[src/include/fan_regs_pkg.sv]
/*
  Constants, types and helpers for the fan duty ramp engine and the
  measurement register bank. Assumes one 100 MHz core clock and a byte-wide
  register port fed by the serial management bus front end.
*/
`default_nettype none
package fan_regs_pkg;
  localparam logic [7:0] ADDR_TEMP_FRACTION = 8'h06;
  localparam logic [7:0] ADDR_PERIOD_LOW = 8'h08;
  localparam logic [7:0] ADDR_PERIOD_HIGH = 8'h09;
  localparam logic [7:0] ADDR_LOCAL_HIGH = 8'h0a;
  localparam logic [7:0] ADDR_REMOTE_HIGH = 8'h0b;
  localparam logic [7:0] ADDR_LOCAL_UPPER = 8'h14;
  localparam logic [7:0] ADDR_LOCAL_LOWER = 8'h15;
  localparam logic [7:0] ADDR_LOCAL_THERMAL = 8'h16;
  localparam logic [7:0] ADDR_REMOTE_UPPER = 8'h18;
  localparam logic [7:0] ADDR_REMOTE_LOWER = 8'h19;
  localparam logic [7:0] ADDR_REMOTE_THERMAL = 8'h1a;
  localparam logic [7:0] ADDR_LOCAL_CRITICAL = 8'h1b;
  localparam logic [7:0] ADDR_PASSIVE = 8'h1c;
  localparam logic [7:0] ADDR_REMOTE_CRITICAL = 8'h1d;
  localparam logic [7:0] ADDR_DUTY_RAMP = 8'h23;

  localparam logic [7:0] RST_TEMP_HIGH = 8'h80;
  localparam logic [7:0] RST_LOCAL_UPPER = 8'h3c;
  localparam logic [7:0] RST_LOCAL_THERMAL = 8'h46;
  localparam logic [7:0] RST_REMOTE_UPPER = 8'h50;
  localparam logic [7:0] RST_REMOTE_THERMAL = 8'h64;
  localparam logic [7:0] RST_LOCAL_CRITICAL = 8'h50;
  localparam logic [7:0] RST_REMOTE_CRITICAL = 8'h69;
  localparam logic [7:0] RST_DUTY_RAMP = 8'h52;
  localparam logic [7:0] PASSIVE_MASK = 8'h3f;

  // duty ramp register fields
  localparam int RAMP_EN_BIT = 7;
  localparam int STEP_LSB = 5;
  localparam int RATE_LSB = 2;
  localparam int THRESH_LSB = 0;

  localparam logic [15:0] TACH_WINDOW = 16'h000a;
  localparam logic [2:0] RATE_FASTEST = 3'h7;

  // timing: rate code 111 is 8 updates per second
  localparam int CLK_KHZ = 100000;
  localparam int UPDATE_BASE_MS = 125;
  localparam int UPDATE_BASE_CYCLES = UPDATE_BASE_MS * CLK_KHZ;
  localparam int TACH_SLOW_MS = 1000;
  localparam int TACH_SLOW_CYCLES = TACH_SLOW_MS * CLK_KHZ;
  localparam int TACH_FAST_MS = 250;
  localparam int TACH_FAST_CYCLES = TACH_FAST_MS * CLK_KHZ;

  typedef enum logic [1:0] {MODE_SW_DUTY, MODE_AUTO_TEMP, MODE_SW_RPM} fan_mode_t;

  function automatic logic [15:0] abs_diff16(input logic [15:0] a, input logic [15:0] b);
    abs_diff16 = (a > b) ? a - b : b - a;
  endfunction : abs_diff16

  function automatic logic [7:0] step_size(input logic [1:0] code);
    step_size = 8'h01 << code;
  endfunction : step_size
endpackage : fan_regs_pkg
`default_nettype wire

[src/include/ramp_if.sv]
/*
  Carrier between the register bank and the duty ramp engine.
  Assumes the engine is purely combinational.
*/
`timescale 1ns/10ps
`default_nettype none
interface ramp_if;
  fan_regs_pkg::fan_mode_t mode;
  logic [7:0] cur_duty;
  logic [7:0] target_duty;
  logic [7:0] ramp_cfg;
  logic [15:0] tach_now;
  logic [15:0] tach_target;
  logic [7:0] next_duty;
  modport ctrl (output mode, cur_duty, target_duty, ramp_cfg, tach_now, tach_target,
    input next_duty);
  modport engine (input mode, cur_duty, target_duty, ramp_cfg, tach_now, tach_target,
    output next_duty);
endinterface : ramp_if
`default_nettype wire

[src/hdl/update_tick_gen.sv]
/*
  Duty update tick generator. Assumes mode and rate inputs come from
  registers in the same clock domain.
*/
`timescale 1ns/10ps
`default_nettype none
module update_tick_gen #(
  parameter int BASE_CYCLES = fan_regs_pkg::UPDATE_BASE_CYCLES,
  parameter int SLOW_CYCLES = fan_regs_pkg::TACH_SLOW_CYCLES,
  parameter int FAST_CYCLES = fan_regs_pkg::TACH_FAST_CYCLES
) (
  input wire logic sys_clk,
  input wire logic rstn,
  input wire fan_regs_pkg::fan_mode_t mode,
  input wire logic [2:0] rate_code,
  input wire logic tach_fast,
  output logic tick
);
  // the base period is shifted left by up to seven rate steps in 32 bits
  if (BASE_CYCLES < 1 || SLOW_CYCLES < 1 || FAST_CYCLES < 1 || BASE_CYCLES > 32'h01ffffff)
  begin : g_bad_period
    $error("update_tick_gen: period parameters out of range");
  end

  logic [31:0] count;
  wire [31:0] auto_period;
  wire [31:0] period;
  assign auto_period = 32'(BASE_CYCLES) << (fan_regs_pkg::RATE_FASTEST - rate_code);
  assign period = (mode == fan_regs_pkg::MODE_SW_RPM) ?
    (tach_fast ? 32'(FAST_CYCLES) : 32'(SLOW_CYCLES)) : auto_period;
  assign tick = (count >= period - 32'h1);

  always_ff @(posedge sys_clk)
  begin
    if (!rstn)
      count <= 32'h0;
    else
      count <= tick ? 32'h0 : count + 32'h1;
  end

  a_tick_spacing: assert property (@(posedge sys_clk) disable iff (!rstn)
    tick |=> !tick || (period == 32'h1)) else $error("tick repeated too soon");
endmodule : update_tick_gen
`default_nettype wire

[src/hdl/duty_ramp_engine.sv]
/*
  Combinational duty step calculation. Assumes the caller applies the
  result only on update ticks and handles the passive cooling force.
*/
`timescale 1ns/10ps
`default_nettype none
module duty_ramp_engine (
  ramp_if.engine rif
);
  wire ramp_en;
  wire [7:0] step;
  wire [7:0] thresh;
  wire [7:0] duty_gap;
  wire [7:0] move;
  wire toward_up;
  wire [15:0] tach_gap;
  wire tach_settled;
  wire [7:0] rpm_room;
  wire [7:0] rpm_move;
  wire [7:0] auto_next;
  wire [7:0] rpm_next;

  assign ramp_en = rif.ramp_cfg[fan_regs_pkg::RAMP_EN_BIT];
  assign step = fan_regs_pkg::step_size(rif.ramp_cfg[fan_regs_pkg::STEP_LSB +: 2]);
  assign thresh = {6'h0, rif.ramp_cfg[fan_regs_pkg::THRESH_LSB +: 2]} + 8'h01;
  assign toward_up = rif.target_duty > rif.cur_duty;
  assign duty_gap = toward_up ? rif.target_duty - rif.cur_duty : rif.cur_duty - rif.target_duty;
  assign move = (duty_gap < step) ? duty_gap : step;

  assign auto_next = (duty_gap <= thresh) ? rif.cur_duty :
    !ramp_en ? rif.target_duty :
    toward_up ? rif.cur_duty + move : rif.cur_duty - move;

  assign tach_gap = fan_regs_pkg::abs_diff16(rif.tach_now, rif.tach_target);
  assign tach_settled = tach_gap <= fan_regs_pkg::TACH_WINDOW;
  // longer period than target means the fan is slow, so raise duty
  assign rpm_room = (rif.tach_now > rif.tach_target) ? 8'hff - rif.cur_duty : rif.cur_duty;
  assign rpm_move = (rpm_room < step) ? rpm_room : step;
  assign rpm_next = tach_settled ? rif.cur_duty :
    (rif.tach_now > rif.tach_target) ? rif.cur_duty + rpm_move : rif.cur_duty - rpm_move;

  assign rif.next_duty = (rif.mode == fan_regs_pkg::MODE_AUTO_TEMP) ? auto_next :
    (rif.mode == fan_regs_pkg::MODE_SW_RPM) ? rpm_next : rif.target_duty;
endmodule : duty_ramp_engine
`default_nettype wire

[src/hdl/fan_ramp_regs.sv]
/*
  Fan duty ramp control and measurement register bank: temperature and
  tach data with coherent multi-byte reads, limit registers, passive
  cooling threshold and the duty ramp register. Assumes a byte-wide
  register port decoded from the serial management bus, one read or
  write strobe per transaction, and sensor/tach samples as one-cycle
  valid pulses in the sys_clk domain.
*/
`timescale 1ns/10ps
`default_nettype none
module fan_ramp_regs #(
  parameter int BASE_CYCLES = fan_regs_pkg::UPDATE_BASE_CYCLES,
  parameter int SLOW_CYCLES = fan_regs_pkg::TACH_SLOW_CYCLES,
  parameter int FAST_CYCLES = fan_regs_pkg::TACH_FAST_CYCLES
) (
  input wire logic sys_clk,
  input wire logic rstn,
  input wire logic [7:0] reg_addr,
  input wire logic [7:0] reg_wdata,
  input wire logic reg_wr,
  input wire logic reg_rd,
  output logic [7:0] reg_rdata,
  input wire logic [10:0] local_reading_bits,
  input wire logic local_valid,
  input wire logic [10:0] remote_reading_bits,
  input wire logic remote_valid,
  input wire logic [15:0] revolution_period_count,
  input wire logic tach_valid,
  input wire fan_regs_pkg::fan_mode_t mode,
  input wire logic tach_fast,
  input wire logic active_is_remote,
  input wire logic [7:0] target_duty,
  input wire logic [15:0] tach_target,
  output logic [7:0] duty_cycle_value,
  output logic passive_stop,
  output logic update_tick
);
  // newest samples, always refreshed
  logic [10:0] local_live;
  logic [10:0] remote_live;
  // visible copies, frozen by the fraction read
  logic [10:0] local_shown;
  logic [10:0] remote_shown;
  logic temp_frozen;
  logic [15:0] period_live;
  logic [7:0] period_high_hold;
  logic period_frozen;
  logic [7:0] local_upper_bound;
  logic [7:0] local_lower_bound;
  logic [7:0] local_thermal_threshold;
  logic [7:0] remote_upper_bound;
  logic [7:0] remote_lower_bound;
  logic [7:0] remote_thermal_threshold;
  logic [7:0] local_critical_threshold;
  logic [7:0] remote_critical_threshold;
  logic [7:0] passive_cooling_level;
  logic [7:0] duty_ramp_cfg;

  wire rd_fraction;
  wire rd_remote_high;
  wire rd_period_low;
  wire rd_period_high;
  wire [7:0] temp_fraction_bits;
  wire [10:0] active_reading;
  wire below_passive;
  wire auto_mode;
  logic [7:0] next_rdata;

  // tick periods must fit the counter after the widest rate shift
  if (BASE_CYCLES < 1 || BASE_CYCLES > 32'h01ffffff || SLOW_CYCLES < 1 || FAST_CYCLES < 1)
  begin : g_bad_period
    $error("fan_ramp_regs: tick period parameters out of range");
  end

  ramp_if rif ();

  assign rd_fraction = reg_rd && reg_addr == fan_regs_pkg::ADDR_TEMP_FRACTION;
  assign rd_remote_high = reg_rd && reg_addr == fan_regs_pkg::ADDR_REMOTE_HIGH;
  assign rd_period_low = reg_rd && reg_addr == fan_regs_pkg::ADDR_PERIOD_LOW;
  assign rd_period_high = reg_rd && reg_addr == fan_regs_pkg::ADDR_PERIOD_HIGH;
  assign auto_mode = mode == fan_regs_pkg::MODE_AUTO_TEMP;

  always_ff @(posedge sys_clk)
  begin
    if (!rstn)
    begin
      local_live <= {fan_regs_pkg::RST_TEMP_HIGH, 3'h0};
      remote_live <= {fan_regs_pkg::RST_TEMP_HIGH, 3'h0};
      period_live <= 16'h0;
    end
    else
    begin
      if (local_valid)
        local_live <= local_reading_bits;
      if (remote_valid)
        remote_live <= remote_reading_bits;
      if (tach_valid)
        period_live <= revolution_period_count;
    end
  end

  always_ff @(posedge sys_clk)
  begin
    if (!rstn)
      temp_frozen <= 1'b0;
    else if (rd_fraction)
      temp_frozen <= 1'b1;
    else if (rd_remote_high)
      temp_frozen <= 1'b0;
  end

  always_ff @(posedge sys_clk)
  begin
    if (!rstn)
    begin
      local_shown <= {fan_regs_pkg::RST_TEMP_HIGH, 3'h0};
      remote_shown <= {fan_regs_pkg::RST_TEMP_HIGH, 3'h0};
    end
    else if (!temp_frozen && !rd_fraction)
    begin
      local_shown <= local_valid ? local_reading_bits : local_live;
      remote_shown <= remote_valid ? remote_reading_bits : remote_live;
    end
  end

  // tach high held after low read
  always_ff @(posedge sys_clk)
  begin
    if (!rstn)
    begin
      period_frozen <= 1'b0;
      period_high_hold <= 8'h00;
    end
    else if (rd_period_low)
    begin
      period_frozen <= 1'b1;
      period_high_hold <= period_live[15:8];
    end
    else if (rd_period_high)
      period_frozen <= 1'b0;
  end

  assign temp_fraction_bits = {local_shown[2:0], 2'b00, remote_shown[2:0]};

  always_ff @(posedge sys_clk)
  begin
    if (!rstn)
    begin
      local_upper_bound <= fan_regs_pkg::RST_LOCAL_UPPER;
      local_lower_bound <= 8'h00;
      local_thermal_threshold <= fan_regs_pkg::RST_LOCAL_THERMAL;
      remote_upper_bound <= fan_regs_pkg::RST_REMOTE_UPPER;
      remote_lower_bound <= 8'h00;
      remote_thermal_threshold <= fan_regs_pkg::RST_REMOTE_THERMAL;
      local_critical_threshold <= fan_regs_pkg::RST_LOCAL_CRITICAL;
      remote_critical_threshold <= fan_regs_pkg::RST_REMOTE_CRITICAL;
      passive_cooling_level <= 8'h00;
      duty_ramp_cfg <= fan_regs_pkg::RST_DUTY_RAMP;
    end
    else if (reg_wr)
    begin
      unique case (reg_addr)
        fan_regs_pkg::ADDR_LOCAL_UPPER: local_upper_bound <= reg_wdata;
        fan_regs_pkg::ADDR_LOCAL_LOWER: local_lower_bound <= reg_wdata;
        fan_regs_pkg::ADDR_LOCAL_THERMAL: local_thermal_threshold <= reg_wdata;
        fan_regs_pkg::ADDR_REMOTE_UPPER: remote_upper_bound <= reg_wdata;
        fan_regs_pkg::ADDR_REMOTE_LOWER: remote_lower_bound <= reg_wdata;
        fan_regs_pkg::ADDR_REMOTE_THERMAL: remote_thermal_threshold <= reg_wdata;
        fan_regs_pkg::ADDR_LOCAL_CRITICAL: local_critical_threshold <= reg_wdata;
        fan_regs_pkg::ADDR_REMOTE_CRITICAL: remote_critical_threshold <= reg_wdata;
        fan_regs_pkg::ADDR_PASSIVE:
          passive_cooling_level <= reg_wdata & fan_regs_pkg::PASSIVE_MASK;
        fan_regs_pkg::ADDR_DUTY_RAMP: duty_ramp_cfg <= reg_wdata;
        // read-only and unmapped addresses ignore writes
        default: ;
      endcase
    end
  end

  // readback mux; unmapped addresses read zero
  // high byte alone is whole degrees
  always_comb
  begin
    next_rdata = 8'h00;
    unique case (reg_addr)
      fan_regs_pkg::ADDR_TEMP_FRACTION: next_rdata = temp_fraction_bits;
      fan_regs_pkg::ADDR_PERIOD_LOW: next_rdata = period_live[7:0];
      fan_regs_pkg::ADDR_PERIOD_HIGH:
        next_rdata = period_frozen ? period_high_hold : period_live[15:8];
      fan_regs_pkg::ADDR_LOCAL_HIGH: next_rdata = local_shown[10:3];
      fan_regs_pkg::ADDR_REMOTE_HIGH: next_rdata = remote_shown[10:3];
      fan_regs_pkg::ADDR_LOCAL_UPPER: next_rdata = local_upper_bound;
      fan_regs_pkg::ADDR_LOCAL_LOWER: next_rdata = local_lower_bound;
      fan_regs_pkg::ADDR_LOCAL_THERMAL: next_rdata = local_thermal_threshold;
      fan_regs_pkg::ADDR_REMOTE_UPPER: next_rdata = remote_upper_bound;
      fan_regs_pkg::ADDR_REMOTE_LOWER: next_rdata = remote_lower_bound;
      fan_regs_pkg::ADDR_REMOTE_THERMAL: next_rdata = remote_thermal_threshold;
      fan_regs_pkg::ADDR_LOCAL_CRITICAL: next_rdata = local_critical_threshold;
      fan_regs_pkg::ADDR_PASSIVE: next_rdata = passive_cooling_level;
      fan_regs_pkg::ADDR_REMOTE_CRITICAL: next_rdata = remote_critical_threshold;
      fan_regs_pkg::ADDR_DUTY_RAMP: next_rdata = duty_ramp_cfg;
      default: next_rdata = 8'h00;
    endcase
  end

  always_ff @(posedge sys_clk)
  begin
    if (!rstn)
      reg_rdata <= 8'h00;
    else if (reg_rd)
      reg_rdata <= next_rdata;
  end

  assign active_reading = active_is_remote ? remote_live : local_live;
  assign below_passive = $signed(active_reading) <= $signed({passive_cooling_level, 3'h0});

  update_tick_gen #(
    .BASE_CYCLES(BASE_CYCLES),
    .SLOW_CYCLES(SLOW_CYCLES),
    .FAST_CYCLES(FAST_CYCLES)
  ) u_tick (
    .sys_clk(sys_clk),
    .rstn(rstn),
    .mode(mode),
    .rate_code(duty_ramp_cfg[fan_regs_pkg::RATE_LSB +: 3]),
    .tach_fast(tach_fast),
    .tick(update_tick)
  );

  assign rif.mode = mode;
  assign rif.cur_duty = duty_cycle_value;
  assign rif.target_duty = target_duty;
  assign rif.ramp_cfg = duty_ramp_cfg;
  assign rif.tach_now = period_live;
  assign rif.tach_target = tach_target;

  duty_ramp_engine u_engine (
    .rif(rif.engine)
  );

  always_ff @(posedge sys_clk)
  begin
    if (!rstn)
    begin
      duty_cycle_value <= 8'h00;
      passive_stop <= 1'b0;
    end
    else
    begin
      passive_stop <= auto_mode && below_passive;
      if (auto_mode && below_passive)
        duty_cycle_value <= 8'h00;
      else if (mode == fan_regs_pkg::MODE_SW_DUTY)
        duty_cycle_value <= target_duty;
      else if (update_tick)
        duty_cycle_value <= rif.next_duty;
    end
  end

  a_passive_zero: assert property (@(posedge sys_clk) disable iff (!rstn)
    auto_mode && below_passive |=> duty_cycle_value == 8'h00)
    else $error("duty not zero below passive threshold");

  a_temp_freeze: assert property (@(posedge sys_clk) disable iff (!rstn)
    temp_frozen && !rd_remote_high |=> $stable(local_shown) && $stable(remote_shown))
    else $error("temperature data changed while frozen");

  a_freeze_set: assert property (@(posedge sys_clk) disable iff (!rstn)
    rd_fraction |=> temp_frozen) else $error("fraction read did not freeze");

  a_tach_hold: assert property (@(posedge sys_clk) disable iff (!rstn)
    rd_period_low |=> period_frozen && period_high_hold == $past(period_live[15:8]))
    else $error("tach high byte torn");

  a_tach_give: assert property (@(posedge sys_clk) disable iff (!rstn)
    rd_period_high |=> !period_frozen && reg_rdata == ($past(period_frozen) ?
      $past(period_high_hold) : $past(period_live[15:8])))
    else $error("tach high byte wrong");

  a_fraction_gap: assert property (@(posedge sys_clk) disable iff (!rstn)
    rd_fraction |=> reg_rdata[4:3] == 2'b00) else $error("fraction bits 4:3 not zero");

  a_passive_mask: assert property (@(posedge sys_clk) disable iff (!rstn)
    passive_cooling_level[7:6] == 2'b00) else $error("passive threshold top bits set");

  a_tach_window: assert property (@(posedge sys_clk) disable iff (!rstn)
    mode == fan_regs_pkg::MODE_SW_RPM && update_tick
    && fan_regs_pkg::abs_diff16(period_live, tach_target) <= fan_regs_pkg::TACH_WINDOW
    |=> $stable(duty_cycle_value)) else $error("duty moved inside tach window");

  a_step_bound: assert property (@(posedge sys_clk) disable iff (!rstn)
    mode != fan_regs_pkg::MODE_SW_DUTY && !below_passive && update_tick
    && (duty_ramp_cfg[fan_regs_pkg::RAMP_EN_BIT] || mode == fan_regs_pkg::MODE_SW_RPM)
    |=> fan_regs_pkg::abs_diff16({8'h00, duty_cycle_value}, {8'h00, $past(duty_cycle_value)})
      <= {8'h00, fan_regs_pkg::step_size($past(duty_ramp_cfg[fan_regs_pkg::STEP_LSB +: 2]))})
    else $error("duty moved more than one step");

  a_deadband: assert property (@(posedge sys_clk) disable iff (!rstn)
    auto_mode && !below_passive && update_tick
    && fan_regs_pkg::abs_diff16({8'h00, duty_cycle_value}, {8'h00, target_duty})
      <= {14'h0, duty_ramp_cfg[fan_regs_pkg::THRESH_LSB +: 2]} + 16'h1
    |=> $stable(duty_cycle_value)) else $error("duty moved inside deadband");

  a_freeze_clear: assert property (@(posedge sys_clk) disable iff (!rstn)
    rd_remote_high |=> !temp_frozen) else $error("remote high read did not thaw");

  a_live_follow: assert property (@(posedge sys_clk) disable iff (!rstn)
    local_valid && remote_valid |=> local_live == $past(local_reading_bits)
    && remote_live == $past(remote_reading_bits)) else $error("live sample dropped");

  a_shown_track: assert property (@(posedge sys_clk) disable iff (!rstn)
    !temp_frozen && !rd_fraction && local_valid |=> local_shown == $past(local_reading_bits))
    else $error("visible local reading stale");

  a_ramp_jump: assert property (@(posedge sys_clk) disable iff (!rstn)
    auto_mode && !below_passive && update_tick && !duty_ramp_cfg[fan_regs_pkg::RAMP_EN_BIT]
    && fan_regs_pkg::abs_diff16({8'h00, duty_cycle_value}, {8'h00, target_duty}) > 16'h0004
    |=> duty_cycle_value == $past(target_duty)) else $error("ramp off did not jump");

  a_rpm_step: assert property (@(posedge sys_clk) disable iff (!rstn)
    mode == fan_regs_pkg::MODE_SW_RPM && update_tick && duty_cycle_value inside {[8'h08:8'hf7]}
    && fan_regs_pkg::abs_diff16(period_live, tach_target) > fan_regs_pkg::TACH_WINDOW
    |=> fan_regs_pkg::abs_diff16({8'h00, duty_cycle_value}, {8'h00, $past(duty_cycle_value)})
      == {8'h00, fan_regs_pkg::step_size($past(duty_ramp_cfg[fan_regs_pkg::STEP_LSB +: 2]))})
    else $error("rpm step size wrong");
endmodule : fan_ramp_regs
`default_nettype wire

[config.mk]
export PLATFORM = sky130hd
export DESIGN_NAME = fan_ramp_regs
export DESIGN_NICKNAME = d
export VERILOG_FILES = /design/src/include/fan_regs_pkg.sv /design/src/include/ramp_if.sv /design/src/hdl/update_tick_gen.sv /design/src/hdl/duty_ramp_engine.sv /design/src/hdl/fan_ramp_regs.sv
export SDC_FILE = /design/constraint.sdc
export NUM_CORES = 1
export LEC_CHECK = 0
export ABC_AREA = 1
export BUFFER_PORTS_ARGS = -buffer_cell sky130_fd_sc_hd__clkbuf_2
export CAP_MARGIN = 0
export CORE_AREA = 2 2 158 160
export CTS_BUF_LIST = sky130_fd_sc_hd__clkbuf_16
export DETAILED_ROUTE_END_ITERATION = 8
export DIE_AREA = 0 0 160 162
export PLACE_DENSITY = 0.73
export RECOVER_POWER = 50
export SLEW_MARGIN = 40
export SYNTH_ARGS = -nofsm -noshare
export SYNTH_HDL_FRONTEND = slang
export SYNTH_SLANG_ARGS = --single-unit
[constraint.sdc]
create_clock -name sys_clk -period 8.27 [get_ports sys_clk]
set_input_delay 0.827 -clock sys_clk [delete_from_list [all_inputs] [get_ports sys_clk]]
set_output_delay 0.827 -clock sys_clk [all_outputs]
set_load 0.005 [all_outputs]
-- After elaboration in Yosys (flattened, before gate mapping)
Index checks and enable logic that the tools add are counted.
- output and inout bits: 18
- register bits after elaboration: 197
- logic and storage cells: 115
- mux-type cells: 25
- order comparisons: 8
- reduce and logical (&&, ||, !) cells: 25
- shift-type cells: 2
- equal/unequal tests: 19
- $add $sub $neg: 13
- bitwise logic cells: 1
- operators by type and width (operator ; count):
    one-hot mux 8 bit (15 select lines) ; 1
    two-way mux 8 bit ; 14
    == test 8 x 5 -> 1 bit, second input constant ; 9
    two-way mux 11 bit ; 3
    adder 32 x 1 -> 32 bit, second input constant ; 1
    == test 8 x 4 -> 1 bit, second input constant ; 4
    greater-or-equal comparator 32 bit ; 1
    two-way mux 32 bit ; 1
    << shifter 24 x 3 -> 32 bit, first input constant ; 1
    subtractor 16 bit ; 2
    subtractor 32 x 1 -> 32 bit, second input constant ; 1
    subtractor 8 bit ; 4
    two-way mux 27 bit ; 1
    AND reduction 2 bit ; 10
    adder 8 bit ; 2
    greater-than comparator 16 bit ; 1
    less-or-equal comparator 16 x 4 -> 1 bit, second input constant ; 1
    less-than comparator 8 bit ; 2
    two-way mux 16 bit ; 1
    less-or-equal comparator 11 x 10 -> 1 bit ; 1
    == test 8 x 3 -> 1 bit, second input constant ; 1
    == test 8 x 6 -> 1 bit, second input constant ; 1
    greater-than comparator 8 bit ; 1
    less-or-equal comparator 8 bit ; 1
    16 further kinds ; 28

-- Depth between registers and ports, before layout
Gate-level depths: netlist (run 1).
- depth in word-level cells: 11
- depth in mapped cells: 40

-- Cells and area by module
Synthesis (run 1) repeated with hierarchy kept, for this count alone.
- cells, all modules: 2231
- area total of the unflattened synthesis: 14423.8 um^2
- modules (own cells, without submodules) (module ; times used ; area each (um^2) ; cells each ; seq. area each (um^2)):
    fan_ramp_regs ; 1 ; 7556.0 ; 1075 ; 3303.2
    duty_ramp_engine ; 1 ; 4226.6 ; 729 ; 0.0
    update_tick_gen ; 1 ; 2641.3 ; 427 ; 640.6

-- Worst setup path before layout (run 1)
No wires, ideal clock.
- path kind: input -> register
- from: input port target_duty[0]
- to: register duty_cycle_value[7]
- data required time: 8.151 ns
- buffers on the path: 1
- stages: 36
- setup slack: 3.055 ns
- arrival: 5.095 ns
- path through: inv_1 ha_1 inv_1 fa_1 nand2_1 nand2_1 nand2_1 nand2_1 nand2_2 buf_6 nand2_1 nand2_1 inv_1 ha_1 a21oi_1 o21a_1 nand4_1 nand2_1 inv_1 ha_1 o21ai_0 ha_1 nand3_1 nand2_1 a21o_1 a21oi_1 o21ai_0 a21o_1 xor2_1 inv_1 nand3_1 nand3_1 nand2_1 nand2_1 nand2_1 a21oi_1
- word-level cells in the longest chain between the ends: 11
- ends and longest elaborated chain (item ; line ; source):
    from (decl) ; fan_ramp_regs.sv:32 ; input wire logic [7:0] target_duty,
    subtractor 8 bit / greater-than comparator 8 bit (equally long branches) ; duty_ramp_engine.sv:27, duty_ramp_engine.sv:26 ;
    two-way mux 8 bit ; duty_ramp_engine.sv:27 ; assign duty_gap = toward_up ? rif.target_duty - rif.cur_duty : rif.cur_duty - rif.target_duty;
    less-than comparator 8 bit ; duty_ramp_engine.sv:28 ; assign move = (duty_gap < step) ? duty_gap : step;
    two-way mux 8 bit ; duty_ramp_engine.sv:28 ;
    subtractor 8 bit / adder 8 bit (equally long branches) ; duty_ramp_engine.sv:32 ; toward_up ? rif.cur_duty + move : rif.cur_duty - move;
    two-way mux 8 bit ; duty_ramp_engine.sv:32 ;
    two-way mux 8 bit ; duty_ramp_engine.sv:31 ; !ramp_en ? rif.target_duty :
    two-way mux 8 bit ; duty_ramp_engine.sv:30 ; assign auto_next = (duty_gap <= thresh) ? rif.cur_duty :
    two-way mux 8 bit ; duty_ramp_engine.sv:42 ; assign rif.next_duty = (rif.mode == fan_regs_pkg::MODE_AUTO_TEMP) ? auto_next :
    two-way mux 8 bit ; fan_ramp_regs.sv:255 ; else if (update_tick)
    two-way mux 8 bit ; fan_ramp_regs.sv:253 ; else if (mode == fan_regs_pkg::MODE_SW_DUTY)
    to (signal assigned) ; fan_ramp_regs.sv:254 ; duty_cycle_value <= target_duty;
    to (signal assigned) ; fan_ramp_regs.sv:256 ; duty_cycle_value <= rif.next_duty;
    to (decl) ; fan_ramp_regs.sv:34 ; output logic [7:0] duty_cycle_value,
Several ways; a longest one is shown, not always the timed one. The select of a mux whose other input is x is not followed.
A chain may end at the register's enable or synchronous reset.

-- Worst setup path after layout (run 1)
- from: register period_live[0]
- to: register duty_cycle_value[7]
- word-level cells in the longest chain between the ends: 11
- ends and longest elaborated chain (item ; line ; source):
    from (decl) ; fan_ramp_regs.sv:45 ; logic [15:0] period_live;
    from (signal assigned) ; fan_ramp_regs.sv:98 ; period_live <= revolution_period_count;
    greater-than comparator 16 bit ; fan_regs_pkg.sv:55, duty_ramp_engine.sv:37, duty_ramp_engine.sv:40 ;
    two-way mux 8 bit ; duty_ramp_engine.sv:37 ; assign rpm_room = (rif.tach_now > rif.tach_target) ? 8'hff - rif.cur_duty : rif.cur_duty;
    less-than comparator 8 bit ; duty_ramp_engine.sv:38 ; assign rpm_move = (rpm_room < step) ? rpm_room : step;
    two-way mux 8 bit ; duty_ramp_engine.sv:38 ;
    subtractor 8 bit / adder 8 bit (equally long branches) ; duty_ramp_engine.sv:40 ; (rif.tach_now > rif.tach_target) ? rif.cur_duty + rpm_move : rif.cur_duty - rpm_move;
    two-way mux 8 bit ; duty_ramp_engine.sv:40 ;
    two-way mux 8 bit ; duty_ramp_engine.sv:39 ; assign rpm_next = tach_settled ? rif.cur_duty :
    two-way mux 8 bit ; duty_ramp_engine.sv:43 ; (rif.mode == fan_regs_pkg::MODE_SW_RPM) ? rpm_next : rif.target_duty;
    two-way mux 8 bit ; duty_ramp_engine.sv:42 ;
    two-way mux 8 bit ; fan_ramp_regs.sv:255 ;
    two-way mux 8 bit ; fan_ramp_regs.sv:253 ;
Several ways; a longest one is shown, not always the timed one. The select of a mux whose other input is x is not followed.

==> results.toml, run 1 <==
[run_status]
status = "complete, but fails checks"
violations = "max-capacitance violations, max-slew violations"

[synth]
synthCells = 1950
synth_compound_area_frac = 0.209
synth.top_cells.by_count = "354 x nand2_1, 282 x inv_1, 214 x nor2_1"
synth_edf_count = 0
synthXorXnorAreaFrac = 0.0392
synth_area_leaders = "dfxtp_1 30%, nand2_1 10%, ha_1 10%, inv_1 8.0%, a21oi_1 8.0%"
yosys_most_used_dff = "dfxtp_1"
yosysTopAreaCellShare = 0.299
yosysMostFrequentCell = "nand2_1"
ys_warn_count = 0
postSynthAreaPerCell_sq_um = 6.76
ys_async_sr_fraction = 0
synthAdderAreaFrac = 0.110
synth.area.mux_share = 0.000759
yosysSeqAreaShare = 0.299
yosys.area_share.simple = 0.235
syn_nets = 2151
synth_area_sq_um = 13200
synth.distinct_cells = 55
yosysTopAreaCell = "dfxtp_1"
yosys_register_bits = 197
synth_top_family_by_area = "simple AND/OR/NAND/NOR gates"

[power_and_ir_drop]
p_leak_nw = 6.69
share_seq_of_total_power = 0.405
netSwitchingPower_mw = 0.828
p_clk_frac = 0.363
peakVddDrop_mv = 0.132
combPwrFrac = 0.232
p_int_mw = 1.62
power_density_nw_per_um2 = 169
swShare = 0.339

[setup_path]
end_kind = "register"
critPathMostFrequentCell = "nand2_1"
arrival_ns = 6.09
startpoint_type = "register"
path_max_fanout = 23
required_ns = 8.65
critPathKind = "reg2reg"
cpPeakStageDelay_ns = 0.46
crit_slowest_cell = "fa_1"

[routing]
initialDrtViolationCount = 1240
drt_wl_total_um = 36800
vias_per_cell = 5.44
wl_met1_um = 17200
drc = 0
route.met3.wl_um = 2700
wl_per_cell_um = 15.6
top_layer = "met4"
met2WireLength_um = 16200
num_vias = 12800
dr.pass1.iters = 6
ant_nets = 0

[min_path]
hold_path.class = "reg2reg"

[sta]
worst_slew_pin_slew_ns = 2.96
rsz0062_at_grt = "false"
tns_ns = 0
min_period_over_period = 0.690
finalWorstSetupSlack_ns = 2.57
fin_skew_ns = 0.0205
finalSetupViolations = 0
max_freq_mhz = 175
finalMaxSlewViolations = 78
hold_viol = 0
timing.slew.headroom = -0.976
period_needed_ns = 5.70

[placed_design]
placed_cells = 2321
gp_congestion = 0.965
numPortBuffers = 106
hpwl_um = 28700
place_ws_ns = 2.38

[clock_network]
root_buffer = "clkbuf_16"
post_cts_resized = 0
htreeDepth = 4
clkSinkCount = 197
postCtsHoldBufs = 0
clockBufferDepth = 2
cts_setup_buffers = 0
cts_buffers = 17
cts_tree = "done"
clk_latency_ns = 0.46
clk_pin_slew_ns = 0.09

[grt]
grt_overflow_total = 0
track_usage = 0.281
grt_max_degree = 78
grt_pass1_vias = 11500
antenna_found_initial = 0
grt_pass1_wl_um = 58700

[die]
die-area_sq_um = 25900
core_sq_um = 24100
ios = 107
num_rows = 57
dieHeight_um = 162
start_util = 0.547
die_w_um = 160

[final_layout]
nets = 2217
drive_above_1_share = 0.0877
final_core_util = 0.600
layout-area-overhead-vs-synth_pct = 9.77
fin_cells = 2353
diodes = 0

[run]
max_cap_viol_count = 1
[registers in the layout (all words and copies together) (netlist names), 11 cells and up]
register	flops
local_live	11
local_shown	11
period_live	16
remote_live	11
remote_shown	11
u_tick.count	32
[per-layer routing]
layer	vias up	track usage
met5	-	0
met4	0	0.0766
met3	49	0.0472
met2	461	0.450
met1	5752	0.393
li1	6548	-
[path summary, 6_finish.rpt]
path                            slack [ns]      startpoint  cells after the start             endpoint
worst max-delay path                  2.57  period_live[0]                     37  duty_cycle_value[7]
worst min register to register        0.46  local_shown[4]                      2       local_shown[4]
worst min-delay path                  0.46  local_shown[4]                      2       local_shown[4]
worst max register to register        2.57  period_live[0]                     37  duty_cycle_value[7]
[layout by cell type, fill, tap and decap left out, drive strengths merged, types with 6 or more instances in the layout]
cell type,netlist,final
a21o,10,10
nor3,26,26
dfxtp,197,197
o22ai,29,29
nor4,9,9
nand4,25,25
o21ai,181,181
clkbuf,43,125
fa,6,6
o211ai,12,12
inv,288,294
ha,106,106
a21oi,214,214
nand3,62,62
a221oi,10,10
a211oi,8,8
xor2,49,49
nand2,370,370
nor2,222,222
nor3b,10,10
clkinv,7,15
xnor2,10,10
[power groups by stage]
stage	Sequential [mW]	Clock [mW]	Combinational (mW)
after floorplan	1.01	0	0.421
after global placement	1.01	0	0.550
after detailed placement	1.01	0	0.554
after CTS	0.989	0.899	0.558
after global routing	0.992	0.938	0.637
final	0.990	0.888	0.567
[stage by stage]
stage / total power [mW] / hold slack [ns] / area, sq um
after floorplan: 1.43 / 0.418 / 13200
after global placement: 1.56 / 0.432 / 13800
after detailed placement: 1.57 / 0.442 / 13800
after CTS: 2.45 / 0.453 / 14500
after global routing: 2.57 / 0.467 / 14500
final: 2.44 / 0.455 / 14500
[cell type report]
cell class	count	area, sq um
fillers	2422	9640
clock buffers	17	425
inverters	295	1110
flip-flops and latches	197	3940
repair buffers	109	538
well taps	324	405
multi-input cells	1396	7830
clock inverters	15	221
[critical path: cells and delay by family, from the launching register on]
kind	cells	cell delay [ns]
DFF	1	0.36
and+or+nand+nor	20	1.84
adders and majority gates	4	1.23
AOI/OAI and AO/OA	8	1.28
xor gates and xnor gates	3	0.67
buffers and inverters	2	0.25
[cell families after synthesis]
group                    Yosys count
flip-flops                       197
buffers and inverters            357
multiplexers                       1
AND/OR/NAND/NOR                  728
adder cells (fa/ha/maj)          112
AO/OA/AOI/OAI                    495
other                              1
XOR/XNOR                          59
Power figures use the tool's default switching activity.
==> run 2, diff against run 1 <==
ABC_AREA = 0   (was 1)
CORE_AREA = 2 2 159 161   (was 2 2 158 160)
DIE_AREA = 0 0 161 163   (was 0 0 160 162)
PLACE_DENSITY = 0.75   (was 0.73)
clock period = 4.8 ns   (was 8.27 ns; I/O delays follow)
==> results.toml, run 2 <==
[synth]
synthXorXnorAreaFrac = 0.0420
syn_nets = 1891
yosys_most_used_dff = "dfxtp_1"
synth_area_sq_um = 13400
yosysTopAreaCellShare = 0.295
yosys.area_share.simple = 0.228
synth_area_leaders = "dfxtp_1 30%, ha_1 9.9%, nand2_1 6.4%, mux2i_1 5.1%, nand3_1 4.0%"
postSynthAreaPerCell_sq_um = 7.90
yosysMostFrequentCell = "nand2_1"
yosysSeqAreaShare = 0.295
ys_async_sr_fraction = 0
synth_edf_count = 0
yosys_register_bits = 197
ys_warn_count = 0
synth.top_cells.by_count = "229 x nand2_1, 197 x dfxtp_1, 136 x nor2_1"
synth.area.mux_share = 0.0664
synthCells = 1690
synthAdderAreaFrac = 0.108
yosysTopAreaCell = "dfxtp_1"
synth.distinct_cells = 76
synth_compound_area_frac = 0.204
synth_top_family_by_area = "simple AND/OR/NAND/NOR gates"

[grt]
grtUsageMet1 = 0.377
track_usage = 0.292
met2_usage = 0.505
grt_pass1_vias = 12300
antenna_found_initial = 1
grt_max_degree = 87
grt_overflow_total = 0
grt_pass1_wl_um = 62100
grt_use_met3 = 0.0346
top_usage_layer = "met2"

[placed_design]
hpwl_um = 29500
gp_congestion = 0.946
placed_cells = 2194
numPortBuffers = 106

[sta]
finalWorstSetupSlack_ns = -0.185
timing.slew.headroom = -1.08
period_needed_ns = 4.99
fin_hold_ws_ns = 0.288
fin_skew_ns = 0.0154
worst_slew_pin_slew_ns = 3.12
finalSetupViolations = 4
max_freq_mhz = 201
finalMaxSlewViolations = 87
rsz0062_at_grt = "true"
hold_viol = 0
min_period_over_period = 1.04

[clock_network]
clkSinkCount = 197
root_buffer = "clkbuf_16"
cts_buffers = 17
htreeDepth = 4
cts_tree = "done"
clk_pin_slew_ns = 0.08
clockBufferDepth = 2
clk_latency_ns = 0.44

[final_layout]
multi_input_area_sq_um = 8940
largest_register_ffs = 32
fin_cells = 2235
diodes = 0
nets = 2095
largestRegisters = "u_tick.count x32, period_live x16"
layout-area-overhead-vs-synth_pct = 20.0
nFillCells = 2107
final_cell_mix = "227 x nand2_1, 191 x dfxtp_1, 174 x buf_4, 132 x nor2_1, 107 x nand3_1"
mostFrequentLayoutCell = "nand2_1"
drive_above_1_share = 0.209
seq_area_sq_um = 3950
top_register = "u_tick.count"

[power_and_ir_drop]
power_mw = 4.22
combPwrFrac = 0.270
p_leak_nw = 6.95
power_density_nw_per_um2 = 263
netSwitchingPower_mw = 1.33
peakVddDrop_mv = 0.187
share_seq_of_total_power = 0.403
swShare = 0.315
p_clk_frac = 0.327
p_int_mw = 2.89

[routing]
dr.pass1.iters = 6
vias_per_cell = 5.79
wl_per_cell_um = 17.3
num_vias = 12900
drc = 0
drt_wl_total_um = 38600
initialDrtViolationCount = 1015
ant_nets = 0

[setup_path]
startpoint_type = "register"
arrival_ns = 5.30
required_ns = 5.12
critPathMostFrequentCell = "a21oi_2"
critPathKind = "reg2reg"
end_kind = "register"
crit_slowest_cell = "dfxtp_2"
rrSetupSlack_ns = -0.19
path_max_fanout = 4
cpPeakStageDelay_ns = 0.34

[die]
ios = 107
core_sq_um = 24700
dieHeight_um = 163
die_w_um = 161
start_util = 0.541
num_rows = 58
die-area_sq_um = 26200

[min_path]
hold_path.class = "in2reg"

[run]
max_cap_viol_count = 1

[run_status]
violations = "max-capacitance violations, max-slew violations, negative setup slack"
status = "complete, but fails checks"
[run 2: final timing paths]
kind,start,endpoint,depth (start not counted)
min reg2reg,u_tick.count[0],u_tick.count[0],1
min,revolution_period_count[3],period_live[3],3
max,duty_cycle_value[0],duty_cycle_value[7],30
max reg2reg,duty_cycle_value[0],duty_cycle_value[7],30
[run 2: layer usage]
metal  up-vias  part of all wire
met5         -                 0
met4         0             0.030
met3        78             0.059
met2       429              0.48
met1      6070              0.43
li1       6363                 -
[run 2: worst max-delay path, delay by kind of cell (launching register included)]
kind / cells / cell delay (ns)
xor gates and xnor gates: 2 / 0.31
and+or+nand+nor: 5 / 0.62
adders and majority gates: 5 / 1.19
buffers and inverters: 2 / 0.14
DFF: 1 / 0.34
muxes: 1 / 0.26
AOI/OAI and AO/OA: 15 / 2.01
[run 2: timing repair]
action / 4_1_cts / 5_1_grt
buffers inserted: 8 / 3
pin swaps: 10 / 7
resized for setup: 13 / 10
cloned: 0 / 0
hold buffers: 0 / 0
setup endpoints to repair: 5 / 5
[run 2: per-stage QoR]
stage | setup TNS (ns) | cell area (sq um) | setup WS [ns] | utilization
6_report | -0.454 | 16000 | -0.185 | 0.650
5_1_grt | -1.78 | 16000 | -0.496 | 0.650
4_1_cts | -0.235 | 16000 | -0.114 | 0.648
3_5_place_dp | -2.79 | 15300 | -0.682 | 0.621
3_3_place_gp | -1.56 | 15300 | -0.473 | 0.620
2_1_floorplan | -0.643 | 13600 | -0.277 | -
[run 2: layout make-up]
class                           instances  area share
Clock buffer                           17      0.0265
Clock inverter                         13     0.00734
Inverter                               85      0.0210
Multi-Input combinational cell       1310       0.558
Sequential cell                       197       0.246
Tap cell                              330      0.0258
Timing Repair Buffer                  283       0.115
[run 2: logic make-up (layout without fill, tap and decap cells)]
kind of cell,count (synthesis),after routing
AO/OA/AOI/OAI,401,401
XOR/XNOR,64,64
adder cells (fa/ha/maj),112,112
buffers and inverters,183,398
flip-flops,197,197
multiplexers,86,86
other,1,1
AND/OR/NAND/NOR,646,646
[run 2: power by group through the flow]
stage	Clock, mW	Sequential, mW	Combinational, mW
2_1_floorplan	0	1.73	0.678
3_3_place_gp	0	1.74	1.06
3_5_place_dp	0	1.74	1.08
4_1_cts	1.40	1.70	1.11
5_1_grt	1.46	1.71	1.25
6_report	1.38	1.70	1.14
